## src/hif_pkg.sv

```systemverilog
// package of register map, field layout and carrier types for the host register group
// ****************************************************************************
// Behaviour
// - set enable bit routes status to interrupt
// - status tracks sources regardless of enable
// - mask bits 31,25,24,23; 30:26,22 reserved
// - mask bits 21 down to 16 enables
// - mask bits 15..0 enables; 12:11,5 reserved
// - byte test register returns fixed pattern
// - tx space irq when free exceeds threshold
// - tx status level irq above threshold
// - rx status level irq above threshold
// - pad last transfer to end alignment
// - alignment codes 4, 16, 32 bytes
// - countdown decrements per read doubleword
// - countdown write replaces current count
// - purge bit empties rx fifos, self clears
// - start offset shifts packet data 0-31
// - upper offset bits apply next read
// ****************************************************************************
package hif_pkg;

    // ************************************************************************
    // register byte addresses
    // ************************************************************************
    localparam logic [7:0] HIF_ADDR_STATUS = 8'h58;   // status, read only
    localparam logic [7:0] HIF_ADDR_MASK = 8'h5c;
    localparam logic [7:0] HIF_ADDR_INT_CLR = 8'h60;   // clear, write only
    localparam logic [7:0] HIF_ADDR_ORDER = 8'h64;
    localparam logic [7:0] HIF_ADDR_FIFO_THR = 8'h68;
    localparam logic [7:0] HIF_ADDR_RXCONF = 8'h6c;

    // ************************************************************************
    // field layout and reset values
    // ************************************************************************
    // writable mask bits; 30:26, 22, 12:11 and 5 are reserved
    localparam logic [31:0] HIF_MASK_WRITABLE = 32'h83bf_e7df;
    localparam logic [31:0] HIF_ORDER_PATTERN = 32'h8765_4321;
    localparam int HIF_TXA_LSB = 24;
    localparam int HIF_TSL_LSB = 16;
    localparam int HIF_RSL_LSB = 0;
    localparam logic [7:0] HIF_TXA_RST = 8'h48;
    localparam logic [7:0] HIF_TSL_RST = 8'h00;
    localparam logic [7:0] HIF_RSL_RST = 8'h00;
    localparam int HIF_ALIGN_LSB = 30;
    localparam int HIF_CNT_LSB = 16;
    localparam int HIF_PURGE_BIT = 15;
    localparam int HIF_OFF_LSB = 8;
    localparam int HIF_TXA_BLOCK_BYTES = 64;  // threshold unit of the tx space field
    // status bit positions of the level and countdown sources produced here
    localparam int HIF_ST_RXD = 20;
    localparam int HIF_ST_TXA = 9;
    localparam int HIF_ST_TSL = 7;
    localparam int HIF_ST_RSL = 3;

    // end alignment codes
    typedef enum logic [1:0] {
        HIF_ALIGN_4 = 2'b00,
        HIF_ALIGN_16 = 2'b01,
        HIF_ALIGN_32 = 2'b10,
        HIF_ALIGN_RSV = 2'b11
    } hif_align_type;

    // fifo levels reported by the datapath
    typedef struct packed {
        logic [15:0] tx_free_bytes;
        logic [7:0] tx_status_used;
        logic [7:0] rx_status_used;
    } hif_levels_type;

    // receive configuration handed to the datapath
    typedef struct packed {
        logic [1:0] align;
        logic [4:0] start_offset;
        logic purge;
    } hif_rxcfg_type;

endpackage : hif_pkg

```

## src/hif_regs.sv

```systemverilog
// host register group: mask, byte test, fifo thresholds, receive config
`timescale 1ns/100ps
module hif_regs
    import hif_pkg::*;
#(
    parameter int CNT_W = 12
) (
    // clock and reset
    input wire logic clk_sys_i,
    input wire logic reset_n_i,
    // apb slave
    input wire logic psel_i,
    input wire logic penable_i,
    input wire logic pwrite_i,
    input wire logic [7:0] paddr_i,
    input wire logic [31:0] pwdata_i,
    output logic [31:0] prdata_o,
    output logic pready_o,
    output logic pslverr_o,
    // status sources from the rest of the controller (one-cycle or level)
    input wire logic [31:0] source_event_i,
    input wire hif_levels_type levels_i,
    input wire logic rx_dword_read_i,
    input wire logic rx_packet_start_i,
    // to the receive datapath
    output hif_rxcfg_type rxcfg_o,
    output logic [4:0] active_offset_o,
    output logic [2:0] pad_dwords_o,
    // host interrupt
    output logic irq_o
);
    initial begin
        if (CNT_W != 12) $error("countdown field is 12 bits wide");
    end

    // ************************************************************************
    // bus decode
    // ************************************************************************
    wire access = psel_i && penable_i;
    wire wr = access && pwrite_i;
    wire hit_sts = paddr_i == HIF_ADDR_STATUS;
    wire hit_en = paddr_i == HIF_ADDR_MASK;
    wire hit_clr = paddr_i == HIF_ADDR_INT_CLR;
    wire hit_bt = paddr_i == HIF_ADDR_ORDER;
    wire hit_thr = paddr_i == HIF_ADDR_FIFO_THR;
    wire hit_rx = paddr_i == HIF_ADDR_RXCONF;
    wire hit_any = hit_sts | hit_en | hit_clr | hit_bt | hit_thr | hit_rx;
    wire wr_en = wr && hit_en;
    wire wr_thr = wr && hit_thr;
    wire wr_rx = wr && hit_rx;
    wire wr_clr = wr && hit_clr;

    // single-cycle access phase: never waits
    assign pready_o = 1'b1;
    // unmapped address, or a write to a read-only word, is an error
    assign pslverr_o = access && (!hit_any || (pwrite_i && (hit_sts || hit_bt)));

    // ************************************************************************
    // registers
    // ************************************************************************
    logic [31:0] int_enable;     // interrupt_enable_mask
    logic [7:0] tx_avail_thr;    // 64-byte blocks
    logic [7:0] tx_stat_thr;     // doublewords
    logic [7:0] rx_stat_thr;     // doublewords
    logic [1:0] align;           // end alignment
    logic [4:0] start_offset;    // programmed offset
    logic [2:0] dw_offset_live;  // upper offset bits as used by the datapath
    logic purge;                 // self clearing

    // mask bits; reserved positions never store
    always_ff @(posedge clk_sys_i) begin
        if (!reset_n_i) begin
            int_enable <= '0;
        end else if (wr_en) begin
            int_enable <= pwdata_i & HIF_MASK_WRITABLE;
        end
    end

    // level thresholds
    always_ff @(posedge clk_sys_i) begin
        if (!reset_n_i) begin
            tx_avail_thr <= HIF_TXA_RST;
            tx_stat_thr <= HIF_TSL_RST;
            rx_stat_thr <= HIF_RSL_RST;
        end else if (wr_thr) begin
            tx_avail_thr <= pwdata_i[HIF_TXA_LSB +: 8];
            tx_stat_thr <= pwdata_i[HIF_TSL_LSB +: 8];
            rx_stat_thr <= pwdata_i[HIF_RSL_LSB +: 8];
        end
    end

    // receive configuration; purge lives for exactly one cycle
    always_ff @(posedge clk_sys_i) begin
        if (!reset_n_i) begin
            align <= HIF_ALIGN_4;
            start_offset <= '0;
            purge <= 1'b0;
        end else begin
            purge <= wr_rx && pwdata_i[HIF_PURGE_BIT];
            if (wr_rx) begin
                align <= pwdata_i[HIF_ALIGN_LSB +: 2];
                start_offset <= pwdata_i[HIF_OFF_LSB +: 5];
            end
        end
    end

    // upper offset bits reach the datapath only on a doubleword read or a packet start
    // so a change mid-stream never splits a word
    always_ff @(posedge clk_sys_i) begin
        if (!reset_n_i) begin
            dw_offset_live <= '0;
        end else if (rx_dword_read_i || rx_packet_start_i) begin
            dw_offset_live <= start_offset[4:2];
        end
    end

    // low bits are used directly; the host keeps them still while running
    assign active_offset_o = {dw_offset_live, start_offset[1:0]};
    assign rxcfg_o = '{align: align, start_offset: start_offset, purge: purge};

    // ************************************************************************
    // end alignment padding
    // ************************************************************************
    // doublewords of pad after a final word ending at word index level_i
    // taken from the low bits of the receive status level as word count
    wire [2:0] words_mod = levels_i.rx_status_used[2:0];
    // pad is the negated word count modulo the words per boundary;
    // three bits because a 32-byte boundary can need up to seven words
    logic [2:0] pad_calc;
    always_comb begin
        pad_calc = 3'd0;
        unique case (align)
            HIF_ALIGN_4: pad_calc = 3'd0;
            HIF_ALIGN_16: pad_calc = {1'b0, 2'd0 - words_mod[1:0]};
            HIF_ALIGN_32: pad_calc = 3'd0 - words_mod;
            HIF_ALIGN_RSV: pad_calc = 3'd0;
        endcase
    end
    // limitation: pad count is a hint; the datapath appends the words
    assign pad_dwords_o = pad_calc;

    // ************************************************************************
    // countdown
    // ************************************************************************
    logic [CNT_W-1:0] count;
    logic count_done;
    hif_rxcount #(
        .CNT_W(CNT_W)
    ) u_count (
        .clk_sys_i(clk_sys_i),
        .reset_n_i(reset_n_i),
        .load_i(wr_rx),
        .load_val_i(pwdata_i[HIF_CNT_LSB +: CNT_W]),
        .dword_read_i(rx_dword_read_i),
        .count_o(count),
        .done_o(count_done)
    );

    // ************************************************************************
    // level comparisons
    // ************************************************************************
    wire [15:0] txa_bytes = 16'(tx_avail_thr) * 16'(HIF_TXA_BLOCK_BYTES);
    wire lvl_txa = levels_i.tx_free_bytes > txa_bytes;
    wire lvl_tsl = levels_i.tx_status_used > tx_stat_thr;
    wire lvl_rsl = levels_i.rx_status_used > rx_stat_thr;

    // ************************************************************************
    // interrupt status
    // ************************************************************************
    logic [31:0] events;
    always_comb begin
        events = source_event_i;
        events[HIF_ST_TXA] = source_event_i[HIF_ST_TXA] | lvl_txa;
        events[HIF_ST_TSL] = source_event_i[HIF_ST_TSL] | lvl_tsl;
        events[HIF_ST_RSL] = source_event_i[HIF_ST_RSL] | lvl_rsl;
        events[HIF_ST_RXD] = source_event_i[HIF_ST_RXD] | count_done;
    end

    logic [31:0] status;
    hif_irq #(
        .WIDTH(32)
    ) u_irq (
        .clk_sys_i(clk_sys_i),
        .reset_n_i(reset_n_i),
        .event_i(events & HIF_MASK_WRITABLE),
        .clear_i(wr_clr ? pwdata_i : 32'h0000_0000),
        .enable_i(int_enable),
        .status_o(status),
        .irq_o(irq_o)
    );

    // ************************************************************************
    // read data
    // ************************************************************************
    logic [31:0] rd_mux;
    always_comb begin
        rd_mux = 32'h0000_0000;
        if (hit_sts) rd_mux = status;
        if (hit_en) rd_mux = int_enable;
        if (hit_bt) rd_mux = HIF_ORDER_PATTERN;
        if (hit_thr) rd_mux = {tx_avail_thr, tx_stat_thr, 8'h00, rx_stat_thr};
        if (hit_rx) rd_mux = {align, 2'b00, count, 1'b0, 2'b00, start_offset, 8'h00};
    end

    // read data registered at the setup phase so it stands in the access phase
    always_ff @(posedge clk_sys_i) begin
        if (!reset_n_i) begin
            prdata_o <= '0;
        end else if (psel_i && !penable_i && !pwrite_i) begin
            prdata_o <= rd_mux;
        end
    end
endmodule : hif_regs

```

## src/hif_irq.sv

```systemverilog
// sticky interrupt status with enable mask and one level output
`timescale 1ns/100ps
module hif_irq
    import hif_pkg::*;
#(
    parameter int WIDTH = 32
) (
    // clock and reset
    input wire logic clk_sys_i,
    input wire logic reset_n_i,
    // events and software access
    input wire logic [WIDTH-1:0] event_i,
    input wire logic [WIDTH-1:0] clear_i,
    input wire logic [WIDTH-1:0] enable_i,
    // results
    output logic [WIDTH-1:0] status_o,
    output logic irq_o
);
    initial begin
        if (WIDTH < 1) $error("width must be positive");
    end

    // ************************************************************************
    // sticky status
    // ************************************************************************
    // set beats clear so an event in the clearing cycle stays seen
    logic [WIDTH-1:0] next_status;
    assign next_status = (status_o & ~clear_i) | event_i;

    always_ff @(posedge clk_sys_i) begin
        if (!reset_n_i) begin
            status_o <= '0;
        end else begin
            status_o <= next_status;
        end
    end

    // combinational so the pin follows the mask at once
    assign irq_o = |(status_o & enable_i);
endmodule : hif_irq

```

## src/hif_rxcount.sv

```systemverilog
// receive countdown: decrements per doubleword read, fires at zero
`timescale 1ns/100ps
module hif_rxcount
    import hif_pkg::*;
#(
    parameter int CNT_W = 12
) (
    // clock and reset
    input wire logic clk_sys_i,
    input wire logic reset_n_i,
    // control
    input wire logic load_i,
    input wire logic [CNT_W-1:0] load_val_i,
    input wire logic dword_read_i,
    // state
    output logic [CNT_W-1:0] count_o,
    output logic done_o
);
    initial begin
        if (CNT_W < 1 || CNT_W > 16) $error("count width out of range");
    end

    // ************************************************************************
    // counter
    // ************************************************************************
    wire dec_now = dword_read_i && (count_o != '0);
    wire hit_zero = dec_now && (count_o == CNT_W'(1));

    // a write wins over a same-cycle read; the new count is fresh
    always_ff @(posedge clk_sys_i) begin
        if (!reset_n_i) begin
            count_o <= '0;
            done_o <= 1'b0;
        end else begin
            done_o <= hit_zero && !load_i;
            if (load_i) begin
                count_o <= load_val_i;
            end else if (dec_now) begin
                count_o <= count_o - CNT_W'(1);
            end
        end
    end
endmodule : hif_rxcount

```

## config.mk

```make
export PLATFORM = sky130hd
export DESIGN_NAME = hif_regs
export DESIGN_NICKNAME = d
export VERILOG_FILES = /design/src/hif_pkg.sv /design/src/hif_regs.sv /design/src/hif_irq.sv /design/src/hif_rxcount.sv
export SDC_FILE = /design/constraint.sdc
export NUM_CORES = 1
export LEC_CHECK = 0
export BUFFER_PORTS_ARGS = -buffer_cell sky130_fd_sc_hd__buf_2
export CORE_MARGIN = 5
export CORE_UTILIZATION = 50
export CTS_CLUSTER_SIZE = 16
export DETAILED_ROUTE_END_ITERATION = 12
export PLACE_DENSITY = 0.84
export SKIP_LAST_GASP = 1
export SYNTH_ARGS = -nofsm -noshare
export SYNTH_HDL_FRONTEND = slang
export SYNTH_HIERARCHICAL = 1
export SYNTH_SLANG_ARGS = --single-unit
```

## constraint.sdc

```tcl
create_clock -name clk_sys_i -period 4.1 [get_ports clk_sys_i]
set_input_delay 0.615 -clock clk_sys_i [delete_from_list [all_inputs] [get_ports clk_sys_i]]
set_output_delay 0.615 -clock clk_sys_i [all_outputs]
set_load 0.03 [all_outputs]
```

==> results.sh, run 1 <==
export IMPL_outcome="complete, no violations"
export IMPL_hold_path_class="in -> reg"
export IMPL_core_sq_mm=0.0139
export IMPL_area_growth_pct=20.3
export IMPL_synth_area_leaders="dfxtp_1, o21ai_0, ha_1, nor2b_1, and2_1"
export IMPL_cts_max_level=4
export IMPL_critPathMaxFanout=14
export IMPL_critPathArrivalTime_ns=2.37
export IMPL_period_share=0.728
export IMPL_cp_slowest_stage_delay_ns=0.93
export IMPL_cts_buffer_depth=2
export IMPL_ioPinCount=162
export IMPL_powerDensity_mw_per_mm2=425
export IMPL_drv_cap=0
export IMPL_die_area_sq_mm=0.0168
export IMPL_cp_endpoint="pslverr_o"
export IMPL_final_antenna_net_count=0
export IMPL_final_cell_mix="buf_2, dfxtp_1, o21ai_0"
export IMPL_grt_pass1_vias=6568
export IMPL_path_clk_slew_ns=0.06
export IMPL_synth_enable_flop_cells=0
export IMPL_drive_gt1_frac=0.214
export IMPL_antenna_found_initial=2
export IMPL_p_int_mw=2.54
export IMPL_path_class="in -> out"
export IMPL_port_buffers=151
export IMPL_p_switching_mw=1.11
export IMPL_viasPerCell=5.94
export IMPL_relSlewSlack=0.421
export IMPL_clock_sink_count=135
export IMPL_rsz0062_at_grt="false"
export IMPL_whs_ns=0.392
export IMPL_synthCells=848
export IMPL_synthDistinctLibCells=69
export IMPL_skew_ns=0.00599
export IMPL_hold_viol_final=0
export IMPL_grt_busiest_layer="met2"
export IMPL_combinationalPowerShare=0.205
export IMPL_worstPathRequired_ns=3.48
export IMPL_postCtsSetupRepairBufs=0
export IMPL_cts_root_buffer="clkbuf_16"
export IMPL_synth_largest_area_cell="dfxtp_1"
export IMPL_synth_ff_latch_count=135
export IMPL_ys_flop_type="dfxtp_1"
export IMPL_start_util=0.512
export IMPL_wirelength_mm=22.3
export IMPL_grt_usage=0.262
export IMPL_vias=7048
export IMPL_cts_resized_gates=0
export IMPL_min_period_ns=2.98
export IMPL_use_met3=0.0515
export IMPL_power_share_clock=0.378
export IMPL_cp_slowest_cell="or4b_1"
export IMPL_power_share_switching=0.305
export IMPL_hpwlAfterDp_mm=16.1
export IMPL_clk_latency_ns=0.42
export IMPL_avgSynthCellArea_sq_um=8.41
export IMPL_p_seq_frac=0.417
export IMPL_met2_usage=0.415
export IMPL_worstSetupStartpointType="input port"
export IMPL_nNetsFinal=1131
export IMPL_grt_max_degree=89
export IMPL_path_cells="buf_2, or4b_1, o311a_1, buf_2"
export IMPL_setup_viol=0
export IMPL_routedWlPerCell_um=18.8
export IMPL_die_w_um=129
export IMPL_tightest_slew_ns=0.868
export IMPL_critPathLaunch="paddr_i[1]"
export IMPL_slew_violations=0
export IMPL_rr_worst_depth=5
export IMPL_fin_tns_setup_ns=0
export IMPL_cts_hold_buf=0
export IMPL_grt_pass1_wl_mm=34.2
export IMPL_r2r_start="u_count/count_o[0]$_SDFFE_PN0P_"
export IMPL_yosys_warnings=6
export IMPL_num_rows=43
export IMPL_cts_buffers=17
export IMPL_cts_tree="done"
export IMPL_cpMostUsedCell="buf_2"
export IMPL_gp_congestion=0.918
export IMPL_stdcell_count=1187
export IMPL_met1_usage=0.349
export IMPL_fmax_mhz=335
export IMPL_grt_overflow=0
export IMPL_drc=0
export IMPL_synthArstFlopShare=0
export IMPL_syn_area_sq_mm=0.00713
export IMPL_dp_cells=1153
export IMPL_rrSetupSlack_ns=2.08
export IMPL_drtIter0Drc=851
export IMPL_die_h_um=129
export IMPL_end_kind="output pin"
export IMPL_p_leak_nw=3.58
export IMPL_yosysSeqAreaShare=0.379
export IMPL_r2r_end="u_count/count_o[10]$_SDFFE_PN0P_"
export IMPL_mostFrequentLayoutCell="buf_2"
export IMPL_synthDominantCellAreaShare=0.379
export IMPL_peakVddDrop_uv=265
export IMPL_first_pass_iters=8
==> flip-flops by register name, summed over array words and instances (netlist names), 2 cells and up <==
name and cells:
prdata_o 32, u_irq/status_o 32, int_enable 23, u_count/count_o 12, rx_stat_thr 8, tx_avail_thr 8, tx_stat_thr 8, start_offset 5
dw_offset_live 3, align 2
==> cells in the mapped netlist (14+ instances only) <==
cell / instances
nand2_1: 65
a21oi_1: 32
clkbuf_1: 43
and2_1: 43
nand3_1: 52
nand4_1: 14
o21ai_0: 92
ha_1: 28
o21a_1: 32
dfxtp_1: 135
nor2b_1: 47
a22oi_1: 26
nor2_1: 20
inv_1: 41
==> cell families after synthesis <==
family / synth area share
XOR/XNOR: 0.00368
AO/OA/AOI/OAI: 0.239
multiplexers: 0.0281
flip-flops: 0.379
adder cells (fa/ha/maj): 0.0491
buffers and inverters: 0.0544
AND/OR/NAND/NOR: 0.246
other: 0.00105
==> power groups by stage <==
stage                     Clock, mW  Sequential [mW]  Combinational, mW
after floorplan                   0             1.50              0.535
after global placement            0             1.54              0.699
after detailed placement          0             1.54              0.715
after CTS                      1.39             1.52              0.721
after global routing           1.45             1.53              0.820
final                          1.38             1.52              0.746
==> area by class of cell <==
| cell class | instances | area (sq um) |
|---|---|---|
| diodes | 2 | 5.00 |
| clock buffers | 24 | 482 |
| clock inverters | 8 | 48.8 |
| fillers | 1197 | 5360 |
| inverters | 41 | 154 |
| multi-input cells | 633 | 4110 |
| flip-flops and latches | 135 | 2700 |
| well taps | 180 | 225 |
| repair buffers | 164 | 856 |
==> stage by stage <==
stage	power [mW]	cell area [sq um]	util	setup slack (ns)
after floorplan	2.04	7200	-	1.52
after global placement	2.24	8040	0.577	1.17
after detailed placement	2.26	8040	0.577	1.17
after CTS	3.63	8570	0.615	1.16
after global routing	3.80	8580	0.616	1.13
final	3.65	8580	0.616	1.12
==> worst max-delay path, delay by kind of cell <==
family                 cells  cell delay, ns
buffers and inverters      2            0.31
AOI/OAI and AO/OA          1            0.51
and+or+nand+nor            1            0.93
==> layer usage <==
layer  vias to the layer above  wire (um)
met5                         -          0
met4                         0        856
met2                       430      10200
met3                        65       2370
met1                      3216       8900
li1                       3337          -
==> how the worst min path moves through the flow <==
stage                                            from  depth (start not counted)                             to
final                              source_event_i[18]                          2  u_irq/status_o[18]$_SDFF_PN0_
after global routing                source_event_i[6]                          2   u_irq/status_o[6]$_SDFF_PN0_
after CTS                          source_event_i[18]                          2  u_irq/status_o[18]$_SDFF_PN0_
after detailed placement    prdata_o[11]$_SDFFE_PN0P_                          2      prdata_o[11]$_SDFFE_PN0P_
after global placement      prdata_o[11]$_SDFFE_PN0P_                          2      prdata_o[11]$_SDFFE_PN0P_
after floorplan           rx_stat_thr[5]$_SDFFE_PN0P_                          2    rx_stat_thr[5]$_SDFFE_PN0P_
Note: power is estimated with default switching activity, not from simulation.
==> run 2, diff against run 1 <==
--- a/config.mk
+++ b/config.mk
@@ -7,10 +7,10 @@
 export LEC_CHECK = 0
 export BUFFER_PORTS_ARGS = -buffer_cell sky130_fd_sc_hd__buf_2
 export CORE_MARGIN = 5
-export CORE_UTILIZATION = 50
+export CORE_UTILIZATION = 49
 export CTS_CLUSTER_SIZE = 16
 export DETAILED_ROUTE_END_ITERATION = 12
-export PLACE_DENSITY = 0.84
+export PLACE_DENSITY = 0.85
 export SKIP_LAST_GASP = 1
 export SYNTH_ARGS = -nofsm -noshare
 export SYNTH_HDL_FRONTEND = slang
==> constraint.sdc (replaced) <==
create_clock -name clk_sys_i -period 2.7 [get_ports clk_sys_i]
set_input_delay 0.405 -clock clk_sys_i [delete_from_list [all_inputs] [get_ports clk_sys_i]]
set_output_delay 0.405 -clock clk_sys_i [all_outputs]
set_load 0.03 [all_outputs]
==> results.sh, run 2 (same netlist as run 1, synthesis figures left out) <==
export IMPL_outcome="complete, no violations"
export IMPL_cts_buffers=17
export IMPL_core_sq_mm=0.0144
export IMPL_tightest_slew_ns=0.803
export IMPL_num_rows=44
export IMPL_p_leak_nw=3.67
export IMPL_period_share=0.904
export IMPL_port_buffers=151
export IMPL_die_w_um=131
export IMPL_worstPathRequired_ns=2.30
export IMPL_num_fill_cells=1222
export IMPL_grt_pass1_wl_mm=34.1
export IMPL_grt_pass1_vias=6620
export IMPL_p_switching_mw=1.73
export IMPL_rr_worst_depth=4
export IMPL_cts_max_level=4
export IMPL_hpwlAfterDp_mm=16.4
export IMPL_fin_tns_setup_ns=0
export IMPL_vias=7178
export IMPL_viasPerCell=5.98
export IMPL_p_total_mw=6.01
export IMPL_ioPinCount=162
export IMPL_end_kind="output pin"
export IMPL_relSlewSlack=0.459
export IMPL_wirelength_mm=22.5
export IMPL_cts_hold_buf=0
export IMPL_skew_ns=0.00479
export IMPL_fmax_mhz=410
export IMPL_critPathMaxFanout=8
export IMPL_whs_ns=0.187
export IMPL_slew_violations=0
export IMPL_drv_cap=0
export IMPL_cts_buffer_depth=2
export IMPL_nNetsFinal=1141
export IMPL_grt_max_degree=65
export IMPL_mostFrequentLayoutCell="buf_2"
export IMPL_peakVddDrop_uv=439
export IMPL_drc=0
export IMPL_combinationalPowerShare=0.193
export IMPL_die_area_sq_mm=0.0171
export IMPL_path_clk_slew_ns=0.06
export IMPL_drtIter0Drc=891
export IMPL_postCtsSetupRepairBufs=0
export IMPL_worstSetupStartpointType="input port"
export IMPL_rrSetupSlack_ns=0.60
export IMPL_cp_endpoint="pslverr_o"
export IMPL_critPathArrivalTime_ns=2.04
export IMPL_cts_tree="done"
export IMPL_hold_path_class="in -> reg"
export IMPL_first_pass_iters=6
export IMPL_p_int_mw=4.27
export IMPL_r2r_start="u_count/count_o[2]$_SDFFE_PN0P_"
export IMPL_setup_viol=0
export IMPL_hold_viol_final=0
export IMPL_clk_latency_ns=0.42
export IMPL_area_growth_pct=23.0
export IMPL_cp_slowest_stage_delay_ns=0.83
export IMPL_min_period_ns=2.44
export IMPL_cts_resized_gates=0
export IMPL_path_cells="buf_2, or4b_1, o311a_1, buf_2"
export IMPL_drive_gt1_frac=0.225
export IMPL_routedWlPerCell_um=18.8
export IMPL_rsz0062_at_grt="false"
export IMPL_critPathLaunch="paddr_i[1]"
export IMPL_die_h_um=131
export IMPL_power_share_clock=0.422
export IMPL_powerDensity_mw_per_mm2=685
export IMPL_antenna_found_initial=2
export IMPL_r2r_end="u_count/count_o[10]$_SDFFE_PN0P_"
export IMPL_power_share_switching=0.289
export IMPL_final_cell_mix="buf_2, dfxtp_1, o21ai_0"
export IMPL_grt_overflow=0
export IMPL_start_util=0.494
export IMPL_path_class="in -> out"
export IMPL_cts_root_buffer="clkbuf_16"
export IMPL_gp_congestion=0.921
export IMPL_cpMostUsedCell="buf_2"
export IMPL_clock_sink_count=135
export IMPL_p_seq_frac=0.385
export IMPL_reg_top3="prdata_o x32, u_irq/status_o x32, int_enable x23"
export IMPL_cp_slowest_cell="or4b_1"
export IMPL_grt_usage=0.257
export IMPL_final_antenna_net_count=0
==> run 2: worst max-delay path, delay by kind of cell <==
kind / cells / cell delay, ns
and+or+nand+nor: 1 / 0.83
buffers and inverters: 2 / 0.31
AOI/OAI and AO/OA: 1 / 0.48
==> run 2: layout make-up <==
class / count / area (sq um) / share of cell area
diodes: 3 / 7.51 / 0.000856
flip-flops and latches: 135 / 2700 / 0.308
well taps: 184 / 230 / 0.0262
clock buffers: 18 / 439 / 0.0501
inverters: 41 / 154 / 0.0175
repair buffers: 174 / 931 / 0.106
multi-input cells: 633 / 4110 / 0.468
clock inverters: 13 / 204 / 0.0232
==> run 2: per-layer routing <==
layer | part of all wire | track usage
met1 | 0.39 | 0.329
met2 | 0.46 | 0.411
met3 | 0.10 | 0.0606
met4 | 0.041 | 0.123
met5 | 0 | 0
==> run 2: how the worst min path moves through the flow <==
stage | from | endpoint | slack, ns | cells after the start
floorplan | rx_stat_thr[5]$_SDFFE_PN0P_ | rx_stat_thr[5]$_SDFFE_PN0P_ | 0.44 | 2
global placement | prdata_o[0]$_SDFFE_PN0P_ | prdata_o[0]$_SDFFE_PN0P_ | 0.44 | 2
detailed placement | prdata_o[0]$_SDFFE_PN0P_ | prdata_o[0]$_SDFFE_PN0P_ | 0.44 | 2
CTS | source_event_i[13] | u_irq/status_o[13]$_SDFF_PN0_ | 0.18 | 2
global route | source_event_i[2] | u_irq/status_o[2]$_SDFF_PN0_ | 0.19 | 2
finish | source_event_i[10] | u_irq/status_o[10]$_SDFF_PN0_ | 0.19 | 2
==> run 2: metrics by stage <==
stage                     worst slack, ns  std cells   util  instance area, sq um
after CTS                           0.277       1198  0.608                  8770
after global placement              0.250       1167  0.563                  8120
after floorplan                     0.357        865      -                  7200
final                               0.259       1201  0.608                  8770
after detailed placement            0.180       1167  0.563                  8120
after global routing                0.262       1200  0.608                  8770
==> run 2: power groups by stage <==
stage / logic [mW] / clock network, mW / registers [mW]
floorplan: 0.812 / 0 / 2.28
global placement: 1.06 / 0 / 2.34
detailed placement: 1.10 / 0 / 2.34
CTS: 1.12 / 2.55 / 2.30
global route: 1.24 / 2.65 / 2.33
finish: 1.16 / 2.54 / 2.31
